==> config.mk <==
export PLATFORM = sky130hd
export DESIGN_NAME = ccirs_sequencer
export DESIGN_NICKNAME = d
export VERILOG_FILES = /design/src/design/ccirs_sequencer.v
export VERILOG_INCLUDE_DIRS = /design/src /design/src/design
export SDC_FILE = /design/constraint.sdc
export NUM_CORES = 1
export LEC_CHECK = 0
export BUFFER_PORTS_ARGS = -buffer_cell sky130_fd_sc_hd__buf_2
export CAP_MARGIN = 20
export CORE_ASPECT_RATIO = 1.75
export CORE_MARGIN = 2
export CORE_UTILIZATION = 61
export DETAILED_ROUTE_END_ITERATION = 10
export GPL_TIMING_DRIVEN = 0
export HOLD_SLACK_MARGIN = 0.05
export MAX_ROUTING_LAYER = met4
export PLACE_DENSITY = 0.9
export SETUP_SLACK_MARGIN = 0.15
export SYNTH_ARGS = -nofsm -noshare
export SYNTH_HDL_FRONTEND = slang
export SYNTH_SLANG_ARGS = --single-unit
==> constraint.sdc <==
create_clock -name clk -period 10 [get_ports clk]
set_input_delay 1.5 -clock clk [delete_from_list [all_inputs] [get_ports clk]]
set_output_delay 1.5 -clock clk [all_outputs]
set_load 0.01 [all_outputs]
==> src/design/ccirs_defines.vh <==
// Register map, field positions, reset values and timing figures
`ifndef CCIRS_DEFINES_VH
`define CCIRS_DEFINES_VH

// ----------------------------------------------------------------
// Register byte addresses
// ----------------------------------------------------------------
`define CCIRS_ADR_CTRL       8'h00
`define CCIRS_ADR_TIMER      8'h04
`define CCIRS_ADR_CH_EN      8'h08
`define CCIRS_ADR_SYNC_EN    8'h0c
`define CCIRS_ADR_PULSE_MODE 8'h10
`define CCIRS_ADR_STATUS     8'h14

// ----------------------------------------------------------------
// Control register fields
// ----------------------------------------------------------------
`define CCIRS_CTRL_RESTART   0
`define CCIRS_CTRL_RESEED    1
`define CCIRS_CTRL_PULSE     2
`define CCIRS_CTRL_CNT_LO    4
`define CCIRS_CTRL_CNT_HI    7

// ----------------------------------------------------------------
// Status register fields
// ----------------------------------------------------------------
`define CCIRS_STAT_PLLB_LOCK 0
`define CCIRS_STAT_PLLA_LOCK 1
`define CCIRS_STAT_PHASED    2
`define CCIRS_STAT_ALIGNING  3
`define CCIRS_STAT_PULSING   4

// ----------------------------------------------------------------
// Reset values
// ----------------------------------------------------------------
`define CCIRS_RST_TIMER      12'h010
`define CCIRS_RST_PULSE_CNT  4'h4

// ----------------------------------------------------------------
// Timing figures
// ----------------------------------------------------------------
`define CCIRS_CLK_MHZ        10
`define CCIRS_PLLB_LOCK_US   50
`define CCIRS_PLLA_LOCK_MS   50
`define CCIRS_ALIGN_PERIODS  6

`endif

==> src/design/ccirs_sequencer.v <==
// Clock chip restart, lock, reseed and pulse generator sequencer
//
// Our own choices: the placing of the registers and the Wishbone slave port.
`timescale 1ns/1ps
`include "ccirs_defines.vh"

module ccirs_sequencer
#(
  parameter N_CH        = 14,
  parameter PLLB_CYCLES = `CCIRS_PLLB_LOCK_US * `CCIRS_CLK_MHZ,
  parameter PLLA_CYCLES = `CCIRS_PLLA_LOCK_MS * 1000 * `CCIRS_CLK_MHZ
)
(
  input  wire            clk,
  input  wire            reset_n,
  input  wire            wb_cyc_i,
  input  wire            wb_stb_i,
  input  wire            wb_we_i,
  input  wire [7:0]      wb_adr_i,
  input  wire [3:0]      wb_sel_i,
  input  wire [31:0]     wb_dat_i,
  output reg  [31:0]     wb_dat_o,
  output reg             wb_ack_o,
  input  wire            ref_clk_in,
  output reg  [N_CH-1:0] sysref_out,
  output reg  [N_CH-1:0] ch_sync_strobe,
  output wire            pll_b_locked,
  output wire            pll_a_locked,
  output wire            outputs_phased
);

  // ----------------------------------------------------------------
  // Declarations
  // ----------------------------------------------------------------
  localparam ST_IDLE  = 2'd0;
  localparam ST_ALIGN = 2'd1;
  localparam ST_PULSE = 2'd2;
  localparam ST_ARM   = 2'd3;
  localparam PAD      = 32 - N_CH;

  reg  [1:0]      state_r;
  reg             restart_r;
  reg  [3:0]      pulse_cnt_cfg_r;
  reg  [11:0]     period_r;
  reg  [N_CH-1:0] ch_en_r;
  reg  [N_CH-1:0] sync_en_r;
  reg  [N_CH-1:0] pulse_mode_r;
  reg  [N_CH-1:0] hold_r;
  reg  [31:0]     pllb_cnt_r;
  reg  [31:0]     plla_cnt_r;
  reg             pllb_lock_r;
  reg             plla_lock_r;
  reg             phased_r;
  reg  [2:0]      align_cnt_r;
  reg  [3:0]      pulses_left_r;
  reg  [11:0]     tmr_cnt_r;
  reg             ref_meta_r;
  reg             ref_sync_r;
  reg             ref_prev_r;
  wire [N_CH-1:0] run_mask;
  reg  [31:0]     rd_data;
  wire            wr_go;
  wire            rd_go;
  wire            ref_rise;
  wire [11:0]     period_eff;
  wire            tick;
  wire            phase_hi;
  wire            reseed_go;
  wire            pulse_go;
  wire [31:0]     tmr_mrg;
  wire [31:0]     chn_mrg;
  wire [31:0]     syn_mrg;
  wire [31:0]     pmd_mrg;

  // Byte lane merge for a register write
  function [31:0] lane_merge;
    input [31:0] old_v;
    input [31:0] new_v;
    input [3:0]  sel;
    integer      k;
    begin
      lane_merge = old_v;
      for (k = 0; k < 4; k = k + 1)
        if (sel[k])
          lane_merge[k*8 +: 8] = new_v[k*8 +: 8];
    end
  endfunction

  // ----------------------------------------------------------------
  // Wishbone slave
  // ----------------------------------------------------------------
  assign wr_go = wb_cyc_i & wb_stb_i & wb_we_i & ~wb_ack_o;
  assign rd_go = wb_cyc_i & wb_stb_i & ~wb_we_i & ~wb_ack_o;

  // Requests act on a write to the control low byte
  assign reseed_go = wr_go & wb_sel_i[0] & (wb_adr_i == `CCIRS_ADR_CTRL)
                     & wb_dat_i[`CCIRS_CTRL_RESEED];
  assign pulse_go  = wr_go & wb_sel_i[0] & (wb_adr_i == `CCIRS_ADR_CTRL)
                     & wb_dat_i[`CCIRS_CTRL_PULSE];
  // Register images with the written byte lanes merged in
  assign tmr_mrg = lane_merge({20'h000, period_r}, wb_dat_i, wb_sel_i);
  assign chn_mrg = lane_merge({{PAD{1'b0}}, ch_en_r}, wb_dat_i, wb_sel_i);
  assign syn_mrg = lane_merge({{PAD{1'b0}}, sync_en_r}, wb_dat_i, wb_sel_i);
  assign pmd_mrg = lane_merge({{PAD{1'b0}}, pulse_mode_r}, wb_dat_i, wb_sel_i);

  // Read mux; unmapped addresses read zero
  always @*
  begin
    rd_data = 32'h0;
    case (wb_adr_i)
      `CCIRS_ADR_CTRL:
      begin
        rd_data[`CCIRS_CTRL_RESTART] = restart_r;
        rd_data[`CCIRS_CTRL_CNT_HI:`CCIRS_CTRL_CNT_LO] = pulse_cnt_cfg_r;
      end
      `CCIRS_ADR_TIMER:      rd_data[11:0] = period_r;
      `CCIRS_ADR_CH_EN:      rd_data[N_CH-1:0] = ch_en_r;
      `CCIRS_ADR_SYNC_EN:    rd_data[N_CH-1:0] = sync_en_r;
      `CCIRS_ADR_PULSE_MODE: rd_data[N_CH-1:0] = pulse_mode_r;
      `CCIRS_ADR_STATUS:
      begin
        rd_data[`CCIRS_STAT_PLLB_LOCK] = pllb_lock_r;
        rd_data[`CCIRS_STAT_PLLA_LOCK] = plla_lock_r;
        rd_data[`CCIRS_STAT_PHASED]    = phased_r;
        rd_data[`CCIRS_STAT_ALIGNING]  = (state_r == ST_ALIGN);
        rd_data[`CCIRS_STAT_PULSING]   = (state_r == ST_PULSE);
      end
      default: rd_data = 32'h0;
    endcase
  end

  // Ack one cycle after the request, data and writes on the same edge
  always @(posedge clk or negedge reset_n)
  begin
    if (!reset_n)
    begin
      wb_ack_o        <= 1'b0;
      wb_dat_o        <= 32'h0;
      restart_r       <= 1'b0;
      pulse_cnt_cfg_r <= `CCIRS_RST_PULSE_CNT;
      period_r        <= `CCIRS_RST_TIMER;
      ch_en_r         <= {N_CH{1'b0}};
      sync_en_r       <= {N_CH{1'b1}};
      pulse_mode_r    <= {N_CH{1'b0}};
    end
    else
    begin
      wb_ack_o <= wb_cyc_i & wb_stb_i & ~wb_ack_o;
      if (rd_go)
        wb_dat_o <= rd_data;
      if (wr_go)
      begin
        case (wb_adr_i)
          `CCIRS_ADR_CTRL:
            if (wb_sel_i[0])
            begin
              restart_r       <= wb_dat_i[`CCIRS_CTRL_RESTART];
              pulse_cnt_cfg_r <=
                wb_dat_i[`CCIRS_CTRL_CNT_HI:`CCIRS_CTRL_CNT_LO];
            end
          `CCIRS_ADR_TIMER:      period_r     <= tmr_mrg[11:0];
          `CCIRS_ADR_CH_EN:      ch_en_r      <= chn_mrg[N_CH-1:0];
          `CCIRS_ADR_SYNC_EN:    sync_en_r    <= syn_mrg[N_CH-1:0];
          `CCIRS_ADR_PULSE_MODE: pulse_mode_r <= pmd_mrg[N_CH-1:0];
          default: restart_r <= restart_r;
        endcase
      end
    end
  end

  // ----------------------------------------------------------------
  // Reference clock sampling and pulse period timer
  // ----------------------------------------------------------------
  assign ref_rise   = ref_sync_r & ~ref_prev_r;
  assign period_eff = (period_r == 12'h000) ? 12'h001 : period_r;
  assign tick       = ref_rise & (tmr_cnt_r == period_eff - 12'h001);
  assign phase_hi   = (tmr_cnt_r < {1'b0, period_eff[11:1]});

  // Timer counts reference edges; cleared while restart is set
  always @(posedge clk or negedge reset_n)
  begin
    if (!reset_n)
    begin
      ref_meta_r <= 1'b0;
      ref_sync_r <= 1'b0;
      ref_prev_r <= 1'b0;
      tmr_cnt_r  <= 12'h000;
    end
    else
    begin
      ref_meta_r <= ref_clk_in;
      ref_sync_r <= ref_meta_r;
      ref_prev_r <= ref_sync_r;
      if (restart_r || tick)
        tmr_cnt_r <= 12'h000;
      else if (ref_rise)
        tmr_cnt_r <= tmr_cnt_r + 12'h001;
    end
  end

  // ----------------------------------------------------------------
  // PLL lock timers, both started by the restart release
  // ----------------------------------------------------------------
  always @(posedge clk or negedge reset_n)
  begin
    if (!reset_n)
    begin
      pllb_cnt_r  <= 32'h0;
      plla_cnt_r  <= 32'h0;
      pllb_lock_r <= 1'b0;
      plla_lock_r <= 1'b0;
    end
    else if (restart_r)
    begin
      pllb_cnt_r  <= 32'h0;
      plla_cnt_r  <= 32'h0;
      pllb_lock_r <= 1'b0;
      plla_lock_r <= 1'b0;
    end
    else
    begin
      if (!pllb_lock_r)
        pllb_cnt_r <= pllb_cnt_r + 32'h1;
      if (!plla_lock_r)
        plla_cnt_r <= plla_cnt_r + 32'h1;
      if (pllb_cnt_r >= PLLB_CYCLES - 1)
        pllb_lock_r <= 1'b1;
      if (plla_cnt_r >= PLLA_CYCLES - 1)
        plla_lock_r <= 1'b1;
    end
  end

  assign pll_b_locked   = pllb_lock_r;
  assign pll_a_locked   = plla_lock_r;
  assign outputs_phased = phased_r;

  // ----------------------------------------------------------------
  // Reseed and pulse generator state machine
  // ----------------------------------------------------------------
  always @(posedge clk or negedge reset_n)
  begin
    if (!reset_n)
    begin
      state_r        <= ST_IDLE;
      phased_r       <= 1'b0;
      align_cnt_r    <= 3'd0;
      pulses_left_r  <= 4'h0;
      hold_r         <= {N_CH{1'b0}};
      ch_sync_strobe <= {N_CH{1'b0}};
    end
    else
    begin
      ch_sync_strobe <= {N_CH{1'b0}};
      if (restart_r)
      begin
        state_r  <= ST_IDLE;
        phased_r <= 1'b0;
        hold_r   <= {N_CH{1'b0}};
      end
      else
      begin
        case (state_r)
          ST_IDLE:
            // Reseed only honoured once the second PLL is locked
            if (reseed_go && pllb_lock_r)
            begin
              state_r        <= ST_ALIGN;
              phased_r       <= 1'b0;
              align_cnt_r    <= 3'd0;
              hold_r         <= sync_en_r;
              ch_sync_strobe <= sync_en_r;
            end
            else if (pulse_go)
              state_r <= ST_ARM;
          ST_ALIGN:
            if (tick)
            begin
              if (align_cnt_r == `CCIRS_ALIGN_PERIODS - 1)
              begin
                phased_r      <= 1'b1;
                hold_r        <= {N_CH{1'b0}};
                state_r       <= ST_PULSE;
                pulses_left_r <= pulse_cnt_cfg_r;
              end
              else
                align_cnt_r <= align_cnt_r + 3'd1;
            end
          ST_ARM:
            if (tick)                              // Start on a period edge
            begin
              state_r       <= ST_PULSE;
              pulses_left_r <= pulse_cnt_cfg_r;
            end
          ST_PULSE:
            if (pulses_left_r == 4'h0)
              state_r <= ST_IDLE;
            else if (tick)
              pulses_left_r <= pulses_left_r - 4'h1;
          default: state_r <= ST_IDLE;
        endcase
      end
    end
  end

  // ----------------------------------------------------------------
  // Reference pulse outputs
  // ----------------------------------------------------------------
  // Pulse mode channels run only during a burst; held channels stay low
  assign run_mask = ch_en_r & ~hold_r & ~(pulse_mode_r &
                    {N_CH{(state_r != ST_PULSE) || (pulses_left_r == 4'h0)}});

  always @(posedge clk or negedge reset_n)
  begin
    if (!reset_n)
      sysref_out <= {N_CH{1'b0}};
    else
      sysref_out <= run_mask & {N_CH{phase_hi & ~restart_r}};
  end

endmodule

# Word level (Yosys, flattened, before mapping)
# Cells that the tools add are included.
# W data, S select, Z words.
# totals
inputBits,50
output_inout_bits,64
regBits,207
# op_classes
bitwise,23
n_addsub,6
n_eq_ne,26
reduce_logical,26
muxes,48
magnitude_cmp,3
# ops
cell,count
$mux W32,4
$mux W14,7
$add A32 B1 Y32 const B,2
$and A14 B14 Y14,4
$mux W12,3
$ge A32 B19 Y1 const B,1
$ge A32 B9 Y1 const B,1
$pmux W3 S5,2
$not A14 Y14,2
$pmux W14 S2,1
$reduce_and A3 Y1,9
$mux W4,5
$ne A2 B2 Y1 const B,9
$eq A8 B4 Y1 const B,2
$eq A8 B5 Y1 const B,2
$pmux W4 S4,1
$mux W2,7
$and A1 B1 Y1,13
$add A12 B1 Y12 const B,1
$eq A12 B12 Y1,1
$logic_not A12 Y1,1
$lt A12 B11 Y1,1
$pmux W1 S6,2
$pmux W4 S3,1
28 further kinds,50

# Logic depth before layout (Yosys ltp)
# depth
word_depth,10
ltp_mapped,14
mapped_depth_nobuf,12

# Worst setup path before layout
# No wires, ideal clock.
# synth_timing
kind,input -> register
start,input wb_adr_i[5]
end,register hold_r[10]
setup_slack_ps,6479
cell_stages,8
arrival_ps,3456
setup_ps,65
n_path_buf,2
path_cell_list,nor4_1 and3_1 clkbuf_1 nand2_1 a2bb2oi_1 nor3_1 clkbuf_1 a22o_2
# synth_via
elab_chain_cells,6
# synth_rtl
item,line_no,source
"start, declared",ccirs_sequencer.v:19,"input wire [7:0] wb_adr_i,"
$logic_not A8 Y1,--,
$and A1 B1 Y1 (2 in series),ccirs_sequencer.v:96,assign reseed_go = wr_go & wb_sel_i[0] & (wb_adr_i == `CCIRS_ADR_CTRL)
$logic_and A1 B1 Y1,ccirs_sequencer.v:265,if (reseed_go && pllb_lock_r)
$ne A3 B3 Y1 (no source line),--,
$reduce_and A4 Y1 (no source line),--,
"end signal, assigned",ccirs_sequencer.v:258,hold_r <= {N_CH{1'b0}};
"end signal, assigned",ccirs_sequencer.v:270,hold_r <= sync_en_r;
"end signal, assigned",ccirs_sequencer.v:281,hold_r <= {N_CH{1'b0}};
"end, declared",ccirs_sequencer.v:48,reg [N_CH-1:0] hold_r;
# Every way passes these cells.
# A chain may end at the register's enable or synchronous reset.

# Final worst setup path
# layout_timing
start,input wb_adr_i[5]
end,register hold_r[4]
# The elaborated chain is that of the path after synthesis.

==> qor.txt <==
Status - finished clean
Diode count - 0
Total design power - 2230 uW
Sequential element share of the synthesized area - 51.6%
Xor/xnor share of the synthesized area - 6.52%
Setup TNS - 0 ps
Resize count post-CTS - 0
Synth Area in Adders - 2.61%
HPWL Detailed - 17200 um
Largest family of logic cells by synthesized area - simple AND/OR/NAND/NOR gates
Yosys reg bits - 207
Unrepaired setup endpoints after global routing - no
Largest net degree at the start of global routing - 105
Crit Reg-Reg Startpoint - period_r[8]
Commonest non-fill, non-tap cell in the layout - dfrtp_1
Post-route DRC - 0
Mux cell area share after synthesis - 6.53%
Setup Buffers After CTS - 0
Chip height - 174 um
Total gr overflow - 0
Critical Path AT - 4550 ps
Skew final - 25.7 ps
WP data required - 10450 ps
Antenna Nets Post-Route - 0
Clock Pin Slew Worst Setup and Hold Paths - 60 ps
Worst Reg-to-Reg Cells - 14
Wire per inst - 19.5 um
Leak - 0.00548 uW
Final hold vios - 0
H-tree depth - 1
Fraction of layout cells with a size suffix above 1 - 20.1%
Clk root buf - clkbuf_16
Most frequent cells in the layout - dfrtp_1 (191), nor2_1 (104), nand2_1 (76)
Simple-gate area share of the yosys netlist - 17.2%
Pwr/cell area - 195 nW/um2
Hold path depth - 0
Max Cap Violations - 0
Ratio of final minimum period to clock period - 41.0%
R2r setup slk - 6120 ps
Hold path start - ref_meta_r
Syn Inst Count - 963
Fill cell count - 1142
Peak supply drop - 0.000133 V
Initial Utilization - 61.9%
Min Tclk post-route - 4100 ps
Final wirelength - 24900 um
Post-synth cell types - 69
Number of synthesized flops with an enable pin - 0
CTS tree - built
CTS Hold Bufs - 0
Worst Tran Pin Value - 990 ps
Synth Area in Compound Gates - 11.0%
Tot GR Track Use - 30.0%
Final setup vio count - 0
Worst Hold End - ref_sync_r
Avg Vias per Cell - 6.19
Hold Path Class - register to register
Num ports - 114
Initial DRC count - 627
Drt first pass iters - 7
Global-route wire length before repair - 40800 um
Synth Area per Inst - 10.5 um2
Area growth, synth to finish - 13.4%
Async S/R FF share, synth - 100%
Initial antenna violation count - 0
Fmax - 0.244 GHz
Total CTS buffers - 20
Max clock buf depth - 3
Nets - 1149
Final hold slack - 350 ps
RePlAce Congestion - 0.938
Die area - 17600 um2
Core Area - 16300 um2
CTS Sinks - 207
Crit-path max FO - 10
Yosys Warn Count - 0
Critical path endpoint category - register
Element type at the critical path start - primary input
IO buf count - 74
CP Class - primary input to register
Die width - 101 um
Synth Cell Area - 10100 um2
Vias in the first global route - 8143
Synth Flop Type - dfrtp_1
Routed via count - 7935
Num rows - 62
Slew Viols, Final - 0
Clock latency on the worst-skew pair - 510 ps
R2r endpoint - hold_r[4]
Slew Limit Headroom - 33.5%
## flip-flops by register name (all words and copies together), names as in the netlist, 12 cells and up
name,flops
ch_en_r,14
ch_sync_strobe,14
hold_r,14
period_r,12
plla_cnt_r,32
pllb_cnt_r,32
pulse_mode_r,14
sync_en_r,14
sysref_out,14
tmr_cnt_r,12
wb_dat_o,14
## power breakdown
| group | internal, uW | leakage [uW] | switching (uW) |
|---|---|---|---|
| registers | 924 | 0.00268 | 67.7 |
| clock network | 419 | 0.000303 | 321 |
| logic | 192 | 0.00250 | 308 |
## critical path, cell delays in order
cell and delay [ps]:
buf_2 110, nor4_1 440, and3_1 240, clkbuf_1 270, nand2_1 310, a2bb2oi_1 290, nor3_1 570, clkbuf_1 550
a22o_2 260
## synth_stat cells (6+ instances only)
library cell / instances / share of area, %
a2111oi_0: 15 / 1.3
and3_1: 17 / 1.1
o21ai_0: 48 / 2.4
clkbuf_1: 32 / 1.2
mux2i_1: 14 / 1.4
a222oi_1: 6 / 0.60
nor2b_1: 9 / 0.56
nor2_1: 104 / 3.9
or3_1: 11 / 0.68
xor2_1: 47 / 4.1
nand4_1: 10 / 0.62
nand2b_1: 6 / 0.37
buf_4: 19 / 1.4
and2_1: 16 / 0.99
nand2_1: 76 / 2.8
nor4_1: 12 / 0.74
dfstp_2: 16 / 4.2
a221oi_1: 8 / 0.70
a22o_2: 14 / 1.4
mux2_2: 46 / 5.1
ha_1: 21 / 2.6
and4_1: 6 / 0.52
inv_1: 42 / 1.6
xnor2_1: 28 / 2.4
nor3_1: 17 / 0.84
dfrtp_1: 191 / 47
nand3_1: 35 / 1.7
a21oi_1: 24 / 1.2
## through the flow
stage	setup slack [ps]	instances	util (%)	instance area [um2]
after floorplan	6480	980	-	10100
after global placement	4080	1246	66.0	10800
after detailed placement	5540	1248	66.3	10800
after CTS	6000	1282	70.2	11400
after global routing	5750	1282	70.2	11400
final	5900	1282	70.2	11400
## metal layers
layer  vias up  track usage, %  wire [um]
li1       3584               -          -
met1      3870            32.1       8730
met2       357            51.4      13200
met3       124            5.47       1570
met4         0            16.6       1480
met5         -               -          0
## area by class of cell
class	instances	area, um2	share of cell area, %
clock buffers	28	561	4.90
well taps	192	240	2.10
plain buffers	56	297	2.59
multi-input cells	675	4490	39.3
repair buffers	76	413	3.61
flip-flops and latches	207	5200	45.5
clock inverters	6	71.3	0.624
inverters	42	158	1.38
## worst max path at each step
| stage | startpoint | cells past startpoint | to | slack [ps] |
|---|---|---|---|---|
| floorplan | wb_adr_i[5] | 8 | hold_r[10] | 6480 |
| finish | wb_adr_i[5] | 9 | hold_r[4] | 5900 |
| CTS | wb_adr_i[5] | 9 | hold_r[4] | 6000 |
| global placement | reset_n | 1 | ch_sync_strobe[2] | 4080 |
| global route | wb_adr_i[5] | 9 | hold_r[4] | 5750 |
| detailed placement | wb_adr_i[5] | 9 | hold_r[6] | 5540 |
## kinds of logic (layout without fill, tap and decap cells)
logic type / Yosys count / in the layout
adders and majority gates: 21 / 21
buffers and inverters: 98 / 208
other: 1 / 18
DFF: 207 / 207
AOI/OAI and AO/OA: 157 / 157
and+or+nand+nor: 344 / 344
xor gates and xnor gates: 75 / 75
muxes: 60 / 60
Note: power is estimated with default switching activity, not from simulation.
